$ cat config.mk
export PLATFORM = sky130hd
export DESIGN_NAME = acs_config
export DESIGN_NICKNAME = d
export VERILOG_FILES = /design/src/acs_pkg.sv /design/src/acs_config.sv
export SDC_FILE = /design/constraint.sdc
export NUM_CORES = 1
export LEC_CHECK = 0
export BUFFER_PORTS_ARGS = -buffer_cell sky130_fd_sc_hd__buf_2
export CAP_MARGIN = 10
export CORE_MARGIN = 2
export CORE_UTILIZATION = 33
export DETAILED_ROUTE_END_ITERATION = 16
export GPL_TIMING_DRIVEN = 0
export HOLD_SLACK_MARGIN = 0.08
export PLACE_DENSITY = 0.54
export SYNTH_ARGS = -nofsm -noshare
export SYNTH_HDL_FRONTEND = slang
export SYNTH_SLANG_ARGS = --single-unit
$ cat constraint.sdc
create_clock -name clk_sys -period 2.7 [get_ports clk_sys]
set_clock_uncertainty 0.1 [all_clocks]
set_input_delay 0.135 -clock clk_sys [delete_from_list [all_inputs] [get_ports clk_sys]]
set_output_delay 0.135 -clock clk_sys [all_outputs]
set_load 0.01 [all_outputs]
$ cat src/acs_pkg.sv
// package: constants, field layout and carriers for the channel config and slot assigner
package acs_pkg;
  // chan_ctrl bit positions
  localparam int CTL_ALGO_SEL0 = 7;
  localparam int CTL_ALGO_SEL1 = 6;
  localparam int CTL_IDLE_PD = 5;
  localparam int CTL_ALGO_RST = 4;
  localparam int CTL_BYPASS = 3;
  localparam int CTL_LAW = 2;
  localparam int CTL_ALGO_SEL2 = 1;
  localparam int CTL_ENCODE = 0;
  // command_byte field positions
  localparam int CMD_SIDE_BIT = 6;
  localparam int CMD_ADDR_MSB = 5;
  // reset values
  localparam logic [7:0] CTL_RESET = 8'h20;
  localparam logic [5:0] SLOT_RESET = 6'h00;
  // slot geometry
  localparam logic [3:0] WIDE_SLOT_BITS = 4'h8;
  localparam logic [3:0] NARROW_SLOT_BITS = 4'h4;
  localparam logic [6:0] SLOTS_MU_WIDE = 7'h20;
  localparam logic [6:0] SLOTS_MU_NARROW = 7'h40;
  localparam logic [6:0] SLOTS_A_WIDE = 7'h20;
  localparam logic [6:0] SLOTS_A_NARROW = 7'h40;
  // algorithm reset duration and strap 24k window
  localparam int ALGO_RST_CYCLES = 16;
  localparam int STRAP_DELAY_NS = 3000;
  localparam int CLK_PERIOD_NS = 8;
  localparam int STRAP_DELAY_CYC = (STRAP_DELAY_NS + CLK_PERIOD_NS - 1) / CLK_PERIOD_NS;

  typedef enum logic [1:0] {ACS_RATE_32K, ACS_RATE_24K, ACS_RATE_16K, ACS_RATE_BAD} acs_rate_e;
  typedef enum {ACS_RX_CMD, ACS_RX_CTL, ACS_RX_ISLOT, ACS_RX_OSLOT, ACS_RX_SKIP} acs_rx_e;

  // per-channel configuration seen by the datapath
  typedef struct packed {
    logic [7:0] ctl;
    logic [5:0] in_slot;
    logic [5:0] out_slot;
  } acs_chan_s;

  // per-channel status toward the datapath
  typedef struct packed {
    logic enabled;
    logic bypass;
    logic compress;
    logic mu_law;
    acs_rate_e rate;
    logic algo_rst;
    logic out_tristate;
    logic in_strobe;
    logic out_strobe;
    logic [3:0] slot_bits;
  } acs_stat_s;

  // per-side slot counter state
  typedef struct packed {
    logic [2:0] clk_sync;
    logic [1:0] fs_sync;
    logic armed;
    logic counting;
    logic [3:0] bit_cnt;
    logic [6:0] in_slot;
    logic [6:0] out_slot;
    logic in_hit;
    logic out_hit;
  } acs_side_s;
endpackage
$ cat src/acs_config.sv
// channel configuration register bank with serial port, strap mode and slot counters
`timescale 1ns/1ns
module acs_config (
  input wire logic clk_sys,
  input wire logic reset_n,
  input wire logic port_select_strap,
  input wire logic [5:0] addr_pin,
  input wire logic ser_clk,
  input wire logic ser_data_in,
  input wire logic chip_sel_n,
  input wire logic x_bit_clock,
  input wire logic x_frame_sync,
  input wire logic y_bit_clock,
  input wire logic y_frame_sync,
  input wire logic [1:0] algo_rst_done,
  output acs_pkg::acs_chan_s x_cfg,
  output acs_pkg::acs_chan_s y_cfg,
  output acs_pkg::acs_stat_s x_stat,
  output acs_pkg::acs_stat_s y_stat
);
  import acs_pkg::*;

  // ==========================================================
  // decoding helpers
  // ==========================================================
  function automatic acs_rate_e rate_of(input logic [7:0] c);
    logic [2:0] s;
    s = {c[CTL_ALGO_SEL2], c[CTL_ALGO_SEL1], c[CTL_ALGO_SEL0]};
    case (s)
      3'h0: rate_of = ACS_RATE_32K;
      3'h7: rate_of = ACS_RATE_24K;
      3'h5: rate_of = ACS_RATE_16K;
      default: rate_of = ACS_RATE_BAD;
    endcase
  endfunction

  function automatic logic [6:0] slot_total(input logic [7:0] c, input logic wide);
    slot_total = c[CTL_LAW] ? (wide ? SLOTS_MU_WIDE : SLOTS_MU_NARROW)
                            : (wide ? SLOTS_A_WIDE : SLOTS_A_NARROW);
  endfunction

  // ==========================================================
  // state
  // ==========================================================
  typedef struct packed {
    logic [2:0] sclk_sync;
    logic [1:0] sdi_sync;
    logic [1:0] csn_sync;
    logic [1:0] strap_sync;
    logic [5:0] a_sync1;
    logic [5:0] a_sync2;
    acs_rx_e rx;
    logic [7:0] shift;
    logic [2:0] bitn;
    logic side_x;
    acs_chan_s chan_x;
    acs_chan_s chan_y;
    logic [1:0] rst_busy;
    logic [7:0] rst_cnt_x;
    logic [7:0] rst_cnt_y;
    logic [9:0] strap_timer;
    logic strap_low_seen;
    logic strap_24k;
    acs_side_s sx;
    acs_side_s sy;
  } acs_state_s;

  localparam acs_state_s STATE_RESET = '{
    sclk_sync: 3'h0, sdi_sync: 2'h0, csn_sync: 2'h3, strap_sync: 2'h3,
    a_sync1: 6'h00, a_sync2: 6'h00, rx: ACS_RX_CMD, shift: 8'h00, bitn: 3'h0,
    side_x: 1'b0,
    chan_x: '{ctl: CTL_RESET, in_slot: SLOT_RESET, out_slot: SLOT_RESET},
    chan_y: '{ctl: CTL_RESET, in_slot: SLOT_RESET, out_slot: SLOT_RESET},
    rst_busy: 2'h0, rst_cnt_x: 8'h00, rst_cnt_y: 8'h00,
    strap_timer: 10'h000, strap_low_seen: 1'b0, strap_24k: 1'b0,
    sx: '0, sy: '0};

  acs_state_s st_r;
  acs_state_s st_nxt;

  // slot counter step for one side
  function automatic acs_side_s side_step(input acs_side_s s, input logic bclk,
                                          input logic fs, input acs_chan_s c);
    acs_side_s n;
    logic rise;
    logic [3:0] w_in;
    logic [3:0] w_out;
    logic [2:0] b;
    logic adv_in;
    logic adv_out;
    n = s;
    n.clk_sync = {s.clk_sync[1:0], bclk};
    n.fs_sync = {s.fs_sync[0], fs};
    rise = s.clk_sync[1] & ~s.clk_sync[2];
    w_in = c.ctl[CTL_ENCODE] ? WIDE_SLOT_BITS : NARROW_SLOT_BITS;
    w_out = c.ctl[CTL_ENCODE] ? NARROW_SLOT_BITS : WIDE_SLOT_BITS;
    if (c.ctl[CTL_BYPASS])
      w_out = w_in;
    // bit_cnt is the bit index in an eight-bit group; nibble slots turn at 0 and 4
    b = s.bit_cnt[2:0] + 3'h1;
    adv_in = (b == 3'h0) || (b == 3'h4 && w_in == NARROW_SLOT_BITS);
    adv_out = (b == 3'h0) || (b == 3'h4 && w_out == NARROW_SLOT_BITS);
    n.in_hit = 1'b0;
    n.out_hit = 1'b0;
    if (s.fs_sync[1])
      n.armed = 1'b1;
    if (rise) begin
      if (s.armed) begin
        n.armed = s.fs_sync[1];
        n.counting = 1'b1;
        n.bit_cnt = 4'h0;
        n.in_slot = 7'h00;
        n.out_slot = 7'h00;
        n.in_hit = (c.in_slot == 6'h00);
        n.out_hit = (c.out_slot == 6'h00);
      end else if (s.counting) begin
        n.bit_cnt = {1'b0, b};
        if (adv_in)
          n.in_slot = s.in_slot + 7'h01;
        if (adv_out)
          n.out_slot = s.out_slot + 7'h01;
        // both layouts span the same bits, so the input side ends the frame
        if (n.in_slot >= slot_total(c.ctl, w_in == WIDE_SLOT_BITS))
          n.counting = 1'b0;
        n.in_hit = adv_in & n.counting & (n.in_slot == {1'b0, c.in_slot});
        n.out_hit = adv_out & n.counting & (n.out_slot == {1'b0, c.out_slot});
      end
    end
    side_step = n;
  endfunction

  // ==========================================================
  // next state
  // ==========================================================
  logic sclk_rise;
  logic strap_hw;
  logic [7:0] byte_in;
  logic [7:0] hw_ctl_x;
  logic [7:0] hw_ctl_y;
  logic [7:0] hw_rate_bits;
  logic [1:0] ctl_wr;

  always_comb begin
    st_nxt = st_r;
    ctl_wr = 2'b00;
    st_nxt.sclk_sync = {st_r.sclk_sync[1:0], ser_clk};
    st_nxt.sdi_sync = {st_r.sdi_sync[0], ser_data_in};
    st_nxt.csn_sync = {st_r.csn_sync[0], chip_sel_n};
    st_nxt.strap_sync = {st_r.strap_sync[0], port_select_strap};
    st_nxt.a_sync1 = addr_pin;
    st_nxt.a_sync2 = st_r.a_sync1;
    sclk_rise = st_r.sclk_sync[1] & ~st_r.sclk_sync[2];
    strap_hw = ~st_r.strap_sync[1];
    byte_in = {st_r.sdi_sync[1], st_r.shift[7:1]};
    // serial receiver
    if (strap_hw || st_r.csn_sync[1]) begin
      st_nxt.rx = ACS_RX_CMD;
      st_nxt.bitn = 3'h0;
    end else if (sclk_rise) begin
      st_nxt.shift = byte_in;
      st_nxt.bitn = st_r.bitn + 3'h1;
      if (st_r.bitn == 3'h7) begin
        case (st_r.rx)
          ACS_RX_CMD: begin
            st_nxt.side_x = byte_in[CMD_SIDE_BIT];
            st_nxt.rx = (byte_in[CMD_ADDR_MSB:0] == st_r.a_sync2) ? ACS_RX_CTL
                                                               : ACS_RX_SKIP;
          end
          ACS_RX_CTL: begin
            ctl_wr = st_r.side_x ? 2'b01 : 2'b10;
            if (st_r.side_x)
              st_nxt.chan_x.ctl = byte_in;
            else
              st_nxt.chan_y.ctl = byte_in;
            st_nxt.rx = ACS_RX_ISLOT;
          end
          ACS_RX_ISLOT: begin
            if (st_r.side_x)
              st_nxt.chan_x.in_slot = byte_in[5:0];
            else
              st_nxt.chan_y.in_slot = byte_in[5:0];
            st_nxt.rx = ACS_RX_OSLOT;
          end
          ACS_RX_OSLOT: begin
            if (st_r.side_x)
              st_nxt.chan_x.out_slot = byte_in[5:0];
            else
              st_nxt.chan_y.out_slot = byte_in[5:0];
            st_nxt.rx = ACS_RX_SKIP;
          end
          default: st_nxt.rx = ACS_RX_SKIP;
        endcase
      end
    end
    // algorithm reset self-clear
    for (int i = 0; i < 2; i++) begin
      if (i == 0 ? st_nxt.chan_x.ctl[CTL_ALGO_RST] : st_nxt.chan_y.ctl[CTL_ALGO_RST])
        st_nxt.rst_busy[i] = 1'b1;
    end
    if (st_r.rst_busy[0]) begin
      st_nxt.rst_cnt_x = st_r.rst_cnt_x + 8'h01;
      if (ctl_wr[0]) begin
        st_nxt.rst_cnt_x = 8'h00; // a fresh write beats the self-clear
      end else if (algo_rst_done[0] || st_r.rst_cnt_x == 8'(ALGO_RST_CYCLES - 1)) begin
        st_nxt.chan_x.ctl[CTL_ALGO_RST] = 1'b0;
        st_nxt.rst_busy[0] = 1'b0;
        st_nxt.rst_cnt_x = 8'h00;
      end
    end
    if (st_r.rst_busy[1]) begin
      st_nxt.rst_cnt_y = st_r.rst_cnt_y + 8'h01;
      if (ctl_wr[1]) begin
        st_nxt.rst_cnt_y = 8'h00; // a fresh write beats the self-clear
      end else if (algo_rst_done[1] || st_r.rst_cnt_y == 8'(ALGO_RST_CYCLES - 1)) begin
        st_nxt.chan_y.ctl[CTL_ALGO_RST] = 1'b0;
        st_nxt.rst_busy[1] = 1'b0;
        st_nxt.rst_cnt_y = 8'h00;
      end
    end
    // strap mode: pins drive control bits, slots at zero
    if (st_r.strap_timer != 10'(STRAP_DELAY_CYC))
      st_nxt.strap_timer = st_r.strap_timer + 10'h001;
    // pins reach a_sync2 two edges after release; raising them early means 16k
    if (st_r.strap_timer == 10'h002)
      st_nxt.strap_low_seen = ~st_r.a_sync2[1] & ~st_r.a_sync2[4];
    else if (st_r.a_sync2[1] & st_r.a_sync2[4] & (st_r.strap_timer != 10'(STRAP_DELAY_CYC)))
      st_nxt.strap_low_seen = 1'b0;
    if (st_r.a_sync2[1] & st_r.a_sync2[4] & ~st_r.strap_24k)
      st_nxt.strap_24k = st_r.strap_low_seen &&
                         st_r.strap_timer == 10'(STRAP_DELAY_CYC);
    if (~st_r.a_sync2[1] & ~st_r.a_sync2[4])
      st_nxt.strap_24k = 1'b0;
    hw_rate_bits = 8'h00;
    if (st_r.a_sync2[1] & st_r.a_sync2[4]) begin
      hw_rate_bits[CTL_ALGO_SEL0] = 1'b1;
      hw_rate_bits[CTL_ALGO_SEL2] = 1'b1;
      hw_rate_bits[CTL_ALGO_SEL1] = st_r.strap_24k;
    end
    hw_ctl_x = hw_rate_bits;
    hw_ctl_x[CTL_ENCODE] = st_r.a_sync2[0];
    hw_ctl_x[CTL_LAW] = st_r.a_sync2[2];
    hw_ctl_x[CTL_IDLE_PD] = st_r.csn_sync[1];
    hw_ctl_y = hw_rate_bits;
    hw_ctl_y[CTL_ENCODE] = st_r.a_sync2[3];
    hw_ctl_y[CTL_LAW] = st_r.a_sync2[5];
    hw_ctl_y[CTL_IDLE_PD] = st_r.sdi_sync[1];
    if (strap_hw) begin
      st_nxt.chan_x = '{ctl: hw_ctl_x, in_slot: SLOT_RESET, out_slot: SLOT_RESET};
      st_nxt.chan_y = '{ctl: hw_ctl_y, in_slot: SLOT_RESET, out_slot: SLOT_RESET};
      st_nxt.rst_busy = 2'h0;
      st_nxt.rst_cnt_x = 8'h00;
      st_nxt.rst_cnt_y = 8'h00;
    end
    st_nxt.sx = side_step(st_r.sx, x_bit_clock, x_frame_sync, st_r.chan_x);
    st_nxt.sy = side_step(st_r.sy, y_bit_clock, y_frame_sync, st_r.chan_y);
  end

  always_ff @(posedge clk_sys or negedge reset_n) begin
    if (!reset_n)
      st_r <= STATE_RESET;
    else
      st_r <= st_nxt;
  end

  // ==========================================================
  // outputs
  // ==========================================================
  function automatic acs_stat_s stat_of(input acs_chan_s c, input acs_side_s s,
                                        input logic updating);
    acs_stat_s o;
    o.enabled = ~c.ctl[CTL_IDLE_PD];
    o.bypass = c.ctl[CTL_BYPASS] & ~c.ctl[CTL_IDLE_PD];
    o.compress = c.ctl[CTL_ENCODE];
    o.mu_law = c.ctl[CTL_LAW];
    o.rate = rate_of(c.ctl);
    o.algo_rst = c.ctl[CTL_ALGO_RST];
    o.out_tristate = c.ctl[CTL_IDLE_PD] | updating;
    o.in_strobe = s.in_hit & ~c.ctl[CTL_IDLE_PD];
    o.out_strobe = s.out_hit & ~c.ctl[CTL_IDLE_PD];
    o.slot_bits = c.ctl[CTL_ENCODE] ? WIDE_SLOT_BITS : NARROW_SLOT_BITS;
    stat_of = o;
  endfunction

  logic updating;
  assign updating = (st_r.rx != ACS_RX_CMD) && (st_r.rx != ACS_RX_SKIP);
  assign x_cfg = st_r.chan_x;
  assign y_cfg = st_r.chan_y;
  assign x_stat = stat_of(st_r.chan_x, st_r.sx, updating & st_r.side_x);
  assign y_stat = stat_of(st_r.chan_y, st_r.sy, updating & ~st_r.side_x);
endmodule

==> results_dict.tcl, run 1 <==
set metrics [dict create \
    clock_sinks 157 \
    ios 86 \
    pre_cts_slack_ns -0.4120 \
    numCtsBuffers 17 \
    worst_pin_slew_ns 0.9324 \
    gr-total-overflow 0 \
    endpoint_kind "register" \
    regToRegSetupSlack_ns -0.17 \
    cts_tree "done" \
    antenna_found_initial 0 \
    synth-edff-count 0 \
    startpoint_type "register" \
    io_buffers 81 \
    die-area_mm2 0.02595 \
    ys_async_sr_fraction 1.000 \
    fill_cells 2386 \
    die_w_um 161.1 \
    fmax_mhz 347.9 \
    power_leakage_nw 4.778 \
    slew_headroom 0.3718 \
    rsz0062_at_grt "yes" \
    drc_errors 0 \
    powerDensity_mw_per_mm2 525.9 \
    drv_slew 0 \
    cp.arrival_ns 3.08 \
    setup_viol 4 \
    yosysMostFrequentCell "dfrtp_1" \
    placed_area_mm2 0.009064 \
    ys_types 67 \
    drv_cap 0 \
    syn_area_per_cell_um2 10.43 \
    crit_path_max_fanout 4 \
    routed_wirelength_um 19350 \
    ant_nets 0 \
    setup_slack_ns -0.1744 \
    stdcell_area_mm2 0.01011 \
    status "complete, but fails checks" \
    grt_pass1_wl_um 31840 \
    vias_per_cell 4.876 \
    postSynthCellCount 781 \
    drive_gt1_frac 0.2932 \
    first_iter_violations 331 \
    p_comb_frac 0.079 \
    dr_wl_met3_um 602 \
    hold_path.class "in2async" \
    p_switching_mw 1.304 \
    clk_latency_ns 0.42 \
    num_antenna_cells 0 \
    wl_met2_um 9100 \
    gp_congestion 0.7834 \
    required_ns 2.91 \
    wl_met1_um 9535 \
    seqPwrFrac 0.479 \
    endpoint "st_r[0]$_DFF_PN0_" \
    violations "negative setup slack" \
    synth_top_area_share 0.4640 \
    grt_pass1_vias 5925 \
    period_needed_ns 2.874 \
    worst-setup-path-type "reg2reg" \
    synthFlopType "dfrtp_1" \
    clockBufferDepth 2 \
    yosysWarnings 0 \
    core_mm2 0.02425 \
    synth_commonest_cells "151 x dfrtp_1, 57 x o21ai_0, 52 x buf_4" \
    hold_violations 0 \
    placed_cells 1190 \
    die_h_um 161.1 \
    cp-startpoint "st_r[16]$_DFFE_PN0P_" \
    vias 6119 \
    clkPwrFrac 0.442 \
    yosys-top-cells-area "dfrtp_1 46%, mux2_2 4.8%, buf_4 4.8%" \
    top_layer "met4" \
    syn_area_mm2 0.008144 \
    htreeDepth 4 \
    cts-root-buf "clkbuf_16" \
    vdd_drop_max_uv 345.1 \
    grt_max_degree 91 \
    start_util 0.3359 \
    dp_hpwl_um 13390 \
    yosys_register_bits 157 \
    power.internal_mw 4.013 \
    clk_pin_slew_ns 0.07 \
    post-route-period-util 1.065 \
    yosysTopAreaCell "dfrtp_1" \
    synthToLayoutAreaGrowth_pct 24.15 \
    dr.pass1.iters 4 \
    p_sw_frac 0.2452 \
    rows 57 \
    routedWlPerCell_um 15.42 \
    grt_usage 0.1545 \
    final_cells 1255 \
    fin_nets 959 \
    regToRegStartpoint "st_r[16]$_DFFE_PN0P_" \
    crit-reg2reg-capture "st_r[0]$_DFF_PN0_" \
    ys_seq_area_frac 0.4833 \
    reg2reg_depth 13 \
]
[metrics by stage]
step	util	hold WS (ns)	TNS [ns]	power, mW
floorplan	-	-0.2606	-0.04416	2.783
global placement	0.3722	0.1405	-174.02	2.974
detailed placement	0.3738	0.03620	-1.803	2.983
CTS	0.4103	0.1653	-0.6383	5.387
global route	0.4170	0.1884	-1.098	5.567
finish	0.4170	0.1381	-0.5233	5.317
[worst max-delay path, stage by stage (launching register included)]
cell       delay [ns]
dfrtp_1          0.42
ha_4             0.20
ha_4             0.16
nor2b_4          0.12
buf_6            0.14
o2111ai_4        0.26
nor2_4           0.06
xnor2_2          0.16
ha_2             0.32
nand2b_1         0.06
nor4_2           0.28
a311o_1          0.27
buf_4            0.16
a21oi_4          0.04
[routing by layer]
layer | global-route usage | vias up
met4 | 0.03571 | 0
met2 | 0.2431 | 94
met5 | 0 | -
li1 | - | 3013
met1 | 0.2184 | 3006
met3 | 0.03416 | 6
[how the worst min path moves through the flow]
stage                     startpoint                     end  slack (ns)  cells past startpoint
after global placement    chip_sel_n   st_nxt[183]$_DFF_PN1_        0.14                      1
final                        reset_n    st_r[73]$_DFFE_PN0P_        0.14                      2
after CTS                    reset_n    st_r[73]$_DFFE_PN0P_        0.17                      2
after detailed placement     reset_n   st_nxt[187]$_DFF_PN0_        0.04                      1
after global routing         reset_n    st_r[73]$_DFFE_PN0P_        0.19                      2
after floorplan              reset_n  byte_in[0]$_DFFE_PN0P_       -0.26                      0
[sequential cells by signal, summed over array words and instances, names as in the netlist]
register / cells
byte_in: 8
hw_ctl_y: 2
st_nxt: 17
y_cfg: 20
x_cfg: 20
st_r: 87
hw_ctl_x: 3
[power groups by stage]
stage               Sequential, mW  Combinational [mW]  Clock, mW
finish                        2.55               0.420       2.35
global placement              2.59               0.382          0
CTS                           2.55               0.422       2.42
detailed placement            2.59               0.393          0
floorplan                     2.54               0.240          0
global route                  2.56               0.472       2.53
[cell usage in the layout, fill, tap and decap left out, types with 4 or more instances in the layout]
cell,instances
dlygate4sd3_1,17
nand2b_1,11
nand3_1,27
a21oi_1,19
a221o_1,6
dfstp_2,6
ha_4,8
a22o_1,10
nor2_1,50
xnor2_1,40
clkbuf_1,15
conb_1,4
ha_1,11
nor2b_1,18
nor4_1,13
xor2_1,20
clkbuf_16,17
nor3_1,7
buf_4,70
nand2_1,46
mux2i_1,5
o31ai_1,12
o21ai_0,56
nand3b_1,4
nand4_1,13
buf_2,85
and3_1,28
a31oi_1,8
dfrtp_1,151
inv_1,19
a21o_1,15
mux2_2,35
[cell families after synthesis]
kind of cell | after synthesis | synth area share
adders and majority gates | 20 | 0.03073
and+or+nand+nor | 246 | 0.1625
muxes | 41 | 0.05638
xor gates and xnor gates | 63 | 0.06775
AOI/OAI and AO/OA | 159 | 0.1307
other | 1 | 0.0004605
DFF | 157 | 0.4833
buffers and inverters | 94 | 0.06806
[timing repair]
item / in CTS / in global routing
buffers inserted: 14 / 5
hold buffers: 17 / 0
endpoints found under the hold margin: 88 / 0
setup endpoints to repair: 6 / 6
pin swaps: 13 / 15
resized for setup: 12 / 18
[layout make-up]
type | count | area (µm²) | share of cell area
well taps | 324 | 405.4 | 0.04009
plain buffers | 73 | 475.5 | 0.04702
repair buffers | 118 | 759.5 | 0.07511
clock buffers | 19 | 442.9 | 0.04381
multi-input cells | 533 | 3894 | 0.3851
inverters | 21 | 78.83 | 0.007796
flip-flops and latches | 157 | 3936 | 0.3893
clock inverters | 10 | 118.9 | 0.01176
Power figures use the tool's default switching activity.
==> run 2, diff against run 1 <==
Settings changed: ABC_AREA set to 1, CTS_CLUSTER_SIZE set to 8.
==> results_dict.tcl, run 2 <==
set metrics [dict create \
    yosysTopAreaCell "dfrtp_1" \
    num_antenna_cells 0 \
    postCtsSetupBuffers 0 \
    cpPeakStageDelay_ns 0.40 \
    cts_tree "done" \
    die_h_um 161.8 \
    vias_per_cell 4.598 \
    dp_hpwl_um 14390 \
    cts-root-buf "clkbuf_16" \
    hold_path.class "in2async" \
    endpoint_kind "register" \
    p_switching_mw 1.333 \
    die-area_mm2 0.02617 \
    ant_nets 0 \
    startpoint_type "register" \
    postSynthCellCount 992 \
    setup_viol 0 \
    start_util 0.3368 \
    io_buffers 81 \
    cp_top_family "simple AND/OR/NAND/NOR gates" \
    top_register "st_r" \
    mostFrequentLayoutCell "nand2_1" \
    drv_cap 0 \
    multiInputGateArea_mm2 0.003262 \
    vias 6667 \
    hold_slack_ns 0.2170 \
    gr-total-overflow 0 \
    fin_util 0.4026 \
    first_iter_violations 367 \
    period_needed_ns 2.396 \
    powerDensity_mw_per_mm2 539.6 \
    reg2reg_depth 16 \
    cp.arrival_ns 2.64 \
    synthToLayoutAreaGrowth_pct 19.56 \
    grt_usage 0.1592 \
    drc_errors 0 \
    drive_gt1_frac 0.1732 \
    crit_slowest_cell "dfrtp_1" \
    ys_types 45 \
    setup_slack_ns 0.3036 \
    seqCellArea_mm2 0.003936 \
    clkPwrFrac 0.439 \
    synth-edff-count 0 \
    core_mm2 0.02439 \
    ios 86 \
    syn_area_per_cell_um2 8.280 \
    power.internal_mw 3.966 \
    ys_async_sr_fraction 1.000 \
    worst_pin_slew_ns 0.6809 \
    yosys_register_bits 157 \
    p_comb_frac 0.086 \
    grt_max_degree 89 \
    yosysWarnings 0 \
    grt_pass1_wl_um 33160 \
    grt_pass1_vias 6471 \
    fmax_mhz 417.3 \
    status "finished, final reports clean" \
    post-route-period-util 0.8876 \
    setup_tns_ns 0 \
    pre_cts_slack_ns 0.2578 \
    htreeDepth 4 \
    largest_reg_flops 87 \
    regToRegStartpoint "st_r[16]$_DFFE_PN0P_" \
    vdd_drop_max_uv 306.4 \
    drv_slew 0 \
    fin_nets 1151 \
    worst-setup-path-type "reg2reg" \
    syn_area_mm2 0.008214 \
    routed_wirelength_um 19690 \
    synthFlopType "dfrtp_1" \
    clock_sinks 157 \
    synth_top_area_share 0.4600 \
    die_w_um 161.8 \
    crit_top_cell "nor2_1" \
    clk_latency_ns 0.42 \
    clk_pin_slew_ns 0.06 \
    hold_violations 0 \
    layout_common_cells "207 x nand2_1, 151 x dfrtp_1, 149 x inv_1, 84 x buf_2, 74 x nor2_1" \
    numCtsBuffers 17 \
    dr.pass1.iters 5 \
    slew_headroom 0.5461 \
    worstPathCellList "ha_1 -> ha_1 -> inv_1 -> nand2_4 -> nand4_1 -> nor2_1 -> nand2_1 -> nand2_1 -> ha_1 -> inv_1 -> nor2_1 -> nor2_1 -> nand3_1 -> nand2_1 -> nand3_1 -> nor2_1" \
    crit-reg2reg-capture "st_r[0]$_DFF_PN0_" \
    rows 57 \
    power_mw 5.299 \
    fill_cells 2485 \
    rsz0062_at_grt "no" \
    yosys-top-cells-area "dfrtp_1 46%, nand2_1 9.5%, inv_1 6.8%" \
    synth_commonest_cells "207 x nand2_1, 151 x dfrtp_1, 149 x inv_1" \
    gp_congestion 0.8578 \
    crit_path_max_fanout 9 \
    seqPwrFrac 0.476 \
    clockBufferDepth 2 \
    power_leakage_nw 4.780 \
    ys_seq_area_frac 0.4792 \
    cp_num_buf_inv 2 \
    regToRegSetupSlack_ns 0.30 \
    yosysMostFrequentCell "nand2_1" \
    required_ns 2.95 \
    p_sw_frac 0.2516 \
    antenna_found_initial 0 \
    routedWlPerCell_um 13.58 \
]
==> run 2: cell count changes after synthesis, sizes merged, moves of 28 or more <==
cell	before	now
and3	28	0
o22ai	0	31
mux2	36	0
inv	21	154
nand2	46	209
nand3	28	72
xnor2	43	9
==> run 2: kinds of logic (layout without fill, tap and decap cells) <==
family / count (synthesis) / in the layout / synth area share
and+or+nand+nor: 412 / 412 / 0.2215
xor gates and xnor gates: 32 / 32 / 0.03747
other: 1 / 4 / 0.0004565
buffers and inverters: 220 / 351 / 0.1263
AOI/OAI and AO/OA: 149 / 149 / 0.1034
adders and majority gates: 20 / 20 / 0.03046
muxes: 1 / 1 / 0.001219
DFF: 157 / 157 / 0.4792
==> run 2: power groups by stage <==
| stage | logic, mW | registers [mW] | clock network, mW |
|---|---|---|---|
| after floorplan | 0.269 | 2.54 | 0 |
| after global placement | 0.429 | 2.56 | 0 |
| after detailed placement | 0.441 | 2.56 | 0 |
| after CTS | 0.460 | 2.52 | 2.40 |
| after global routing | 0.523 | 2.53 | 2.51 |
| final | 0.453 | 2.52 | 2.33 |
==> run 2: per-stage QoR <==
| stage | std cells | instance area (µm²) |
|---|---|---|
| finish | 1450 | 9821 |
| global route | 1450 | 9821 |
| CTS | 1450 | 9811 |
| detailed placement | 1401 | 9074 |
| global placement | 1400 | 9036 |
| floorplan | 995 | 8225 |
==> run 2: worst max-delay path by stage <==
stage,from,end,slack [ns],cells past startpoint
2_1_floorplan,st_r[43]$_DFFE_PN0P_,st_r[47]$_DFFE_PN0P_,0.58,16
3_3_place_gp,reset_n,st_r[48]$_DFF_PN0_,-1.12,1
3_5_place_dp,st_r[43]$_DFFE_PN0P_,st_r[47]$_DFFE_PN0P_,0.26,16
4_1_cts,st_r[43]$_DFFE_PN0P_,st_r[47]$_DFFE_PN0P_,0.24,16
5_1_grt,st_r[43]$_DFFE_PN0P_,st_r[47]$_DFFE_PN0P_,0.01,16
6_report,st_r[16]$_DFFE_PN0P_,st_r[0]$_DFF_PN0_,0.30,16
==> run 2: worst reg2reg max path, stage by stage, from the launching register on <==
cell,delay (ns)
dfrtp_1,0.40
ha_1,0.23
ha_1,0.18
inv_1,0.14
nand2_4,0.11
nand4_1,0.12
nor2_1,0.06
nand2_1,0.05
nand2_1,0.09
ha_1,0.28
inv_1,0.07
nor2_1,0.04
nor2_1,0.08
nand3_1,0.08
nand2_1,0.08
nand3_1,0.07
nor2_1,0.13
==> run 2: timing repair <==
item	CTS	global route
hold buffers	17	0
endpoints found under the setup margin	0	5
gates resized for setup	0	3
endpoints found under the hold margin	112	0
==> run 2: layout make-up <==
type                       count  share of cell area
inverter                     155             0.05924
timing repair buffer          99             0.06243
sequential                   157              0.4008
multi-input combinational    618              0.3321
clock inverter                 9            0.009046
clock buffer                  23             0.04867
buffer                        65             0.04638
tap                          324             0.04128
==> run 2: routing by layer <==
layer	vias to the layer above	global-route usage	wire length (µm)
met4	0	0.04385	225
li1	3415	-	-
met5	-	0	0
met2	148	0.2499	8961
met3	15	0.03064	872
met1	3089	0.2253	9631
==> run 3, diff against run 2 <==
Settings changed: BUFFER_PORTS_ARGS -buffer_cell sky130_fd_sc_hd__buf_2 to not set, DONT_BUFFER_PORTS set to 1, PLACE_DENSITY 0.54 to 0.5, REMOVE_ABC_BUFFERS set to 1.
==> results_dict.tcl, run 3 (synthesized netlist as in run 2, its figures left out) <==
set metrics [dict create \
    mostFrequentLayoutCell "nand2_1" \
    setup_slack_ns 0.1878 \
    cp_num_buf_inv 4 \
    clk_pin_slew_ns 0.07 \
    io_buffers 0 \
    start_util 0.3368 \
    p_switching_mw 1.316 \
    die-area_mm2 0.02617 \
    p_sw_frac 0.2416 \
    routedWlPerCell_um 14.95 \
    largest_reg_flops 87 \
    crit-reg2reg-capture "st_r[67]$_DFFE_PN0P_" \
    clock_sinks 157 \
    top_register "st_r" \
    pre_cts_slack_ns 0.01566 \
    fill_cells 2510 \
    rsz0062_at_grt "no" \
    fmax_mhz 398.1 \
    clockBufferDepth 2 \
    gp_congestion 0.8062 \
    synthToLayoutAreaGrowth_pct 9.673 \
    drive_gt1_frac 0.06327 \
    endpoint_kind "register" \
    first_iter_violations 440 \
    vias 6144 \
    cp.arrival_ns 2.73 \
    num_antenna_cells 0 \
    post-route-period-util 0.9305 \
    crit_slowest_cell "dfstp_2" \
    reg2reg_depth 10 \
    vdd_drop_max_uv 365.2 \
    period_needed_ns 2.512 \
    hold_violations 157 \
    power_mw 5.448 \
    grt_max_degree 158 \
    p_comb_frac 0.057 \
    hold_buffers 16 \
    hold_path.class "in2async" \
    grt_usage 0.1547 \
    power_leakage_nw 4.102 \
    setup_viol 0 \
    rows 57 \
    drv_slew 0 \
    die_h_um 161.8 \
    grt_pass1_wl_um 31680 \
    drv_cap 0 \
    grt_pass1_vias 5820 \
    ant_nets 0 \
    status "complete, but fails checks" \
    htreeDepth 4 \
    antenna_found_initial 0 \
    crit_path_max_fanout 12 \
    gr-total-overflow 0 \
    clkPwrFrac 0.477 \
    dp_hpwl_um 13720 \
    clk_latency_ns 0.43 \
    powerDensity_mw_per_mm2 604.7 \
    cp_top_family "simple AND/OR/NAND/NOR gates" \
    fin_nets 1005 \
    worst_pin_slew_ns 0.6704 \
    routed_wirelength_um 19490 \
    setup_tns_ns 0 \
    power.internal_mw 4.132 \
    hold_slack_ns -0.6944 \
    cpPeakStageDelay_ns 0.69 \
    crit_top_cell "inv_2" \
    postCtsSetupBuffers 0 \
    seqPwrFrac 0.466 \
    cts_tree "done" \
    die_w_um 161.8 \
    drc_errors 0 \
    regToRegSetupSlack_ns 0.19 \
    startpoint_type "register" \
    required_ns 2.92 \
    numCtsBuffers 17 \
    ios 86 \
    cts-root-buf "clkbuf_16" \
    regToRegStartpoint "st_r[181]$_DFF_PN1_" \
    vias_per_cell 4.712 \
    core_mm2 0.02439 \
    violations "negative hold slack" \
    worst-setup-path-type "reg2reg" \
    dr.pass1.iters 6 \
    layout_common_cells "207 x nand2_1, 149 x dfrtp_1, 147 x inv_1, 74 x nor2_1, 69 x nand3_1" \
    worstPathCellList "inv_2 -> nor2_4 -> inv_2 -> nor2_4 -> nand2_1 -> o21ai_2 -> inv_2 -> nand3_2 -> inv_2 -> a22o_1" \
    slew_headroom 0.5531 \
]
run 3: how the worst max path moves through the flow:
stage,startpoint,end,slack [ns],cells past startpoint
finish,st_r[181]$_DFF_PN1_,st_r[67]$_DFFE_PN0P_,0.19,10
global route,st_r[16]$_DFFE_PN0P_,st_r[1]$_DFF_PN0_,0.006,15
CTS,y_cfg[12]$_DFFE_PN0P_,st_r[20]$_DFFE_PN0P_,0.006,14
detailed placement,st_r[181]$_DFF_PN1_,st_r[67]$_DFFE_PN0P_,0.02,10
global placement,st_r[181]$_DFF_PN1_,st_r[67]$_DFFE_PN0P_,-0.05,10
floorplan,y_cfg[12]$_DFFE_PN0P_,st_r[20]$_DFFE_PN0P_,0.55,14
run 3: layout make-up:
cell class                 instances  area [µm²]  share of cell area
sequential                       157        3939              0.4372
inverter                         155       581.8             0.06458
clock buffer                      19       442.9             0.04917
multi-input combinational        618        3267              0.3626
timing repair buffer              18       182.7             0.02028
tap                              324       405.4             0.04500
clock inverter                    13       190.2             0.02111
run 3: repair_timing:
action                                  4_1_cts  5_1_grt
endpoints found under the setup margin        0       21
resized for setup                             0        8
hold endpoints to repair                    188      157
run 3: per-layer routing:
metal	GRT usage	vias up	wire length (µm)
li1	-	3123	-
met5	0	-	0
met1	0.2095	2883	9231
met3	0.04699	16	1159
met4	0.03821	0	198
met2	0.2431	122	8903
run 3: power groups by stage:
| stage | sequential (mW) | combinational (mW) | clock (mW) |
|---|---|---|---|
| detailed placement | 2.58 | 0.293 | 0 |
| CTS | 2.54 | 0.314 | 2.68 |
| global route | 2.55 | 0.355 | 2.78 |
| global placement | 2.58 | 0.286 | 0 |
| floorplan | 2.55 | 0.218 | 0 |
| finish | 2.54 | 0.311 | 2.60 |
run 3: through the flow:
stage                     utilization  area [µm²]  cells
final                          0.3693        9009   1304
after global placement         0.3352        8175   1254
after global routing           0.3693        9009   1304
after CTS                      0.3686        8991   1304
after floorplan                     -        7770    930
after detailed placement       0.3361        8198   1256
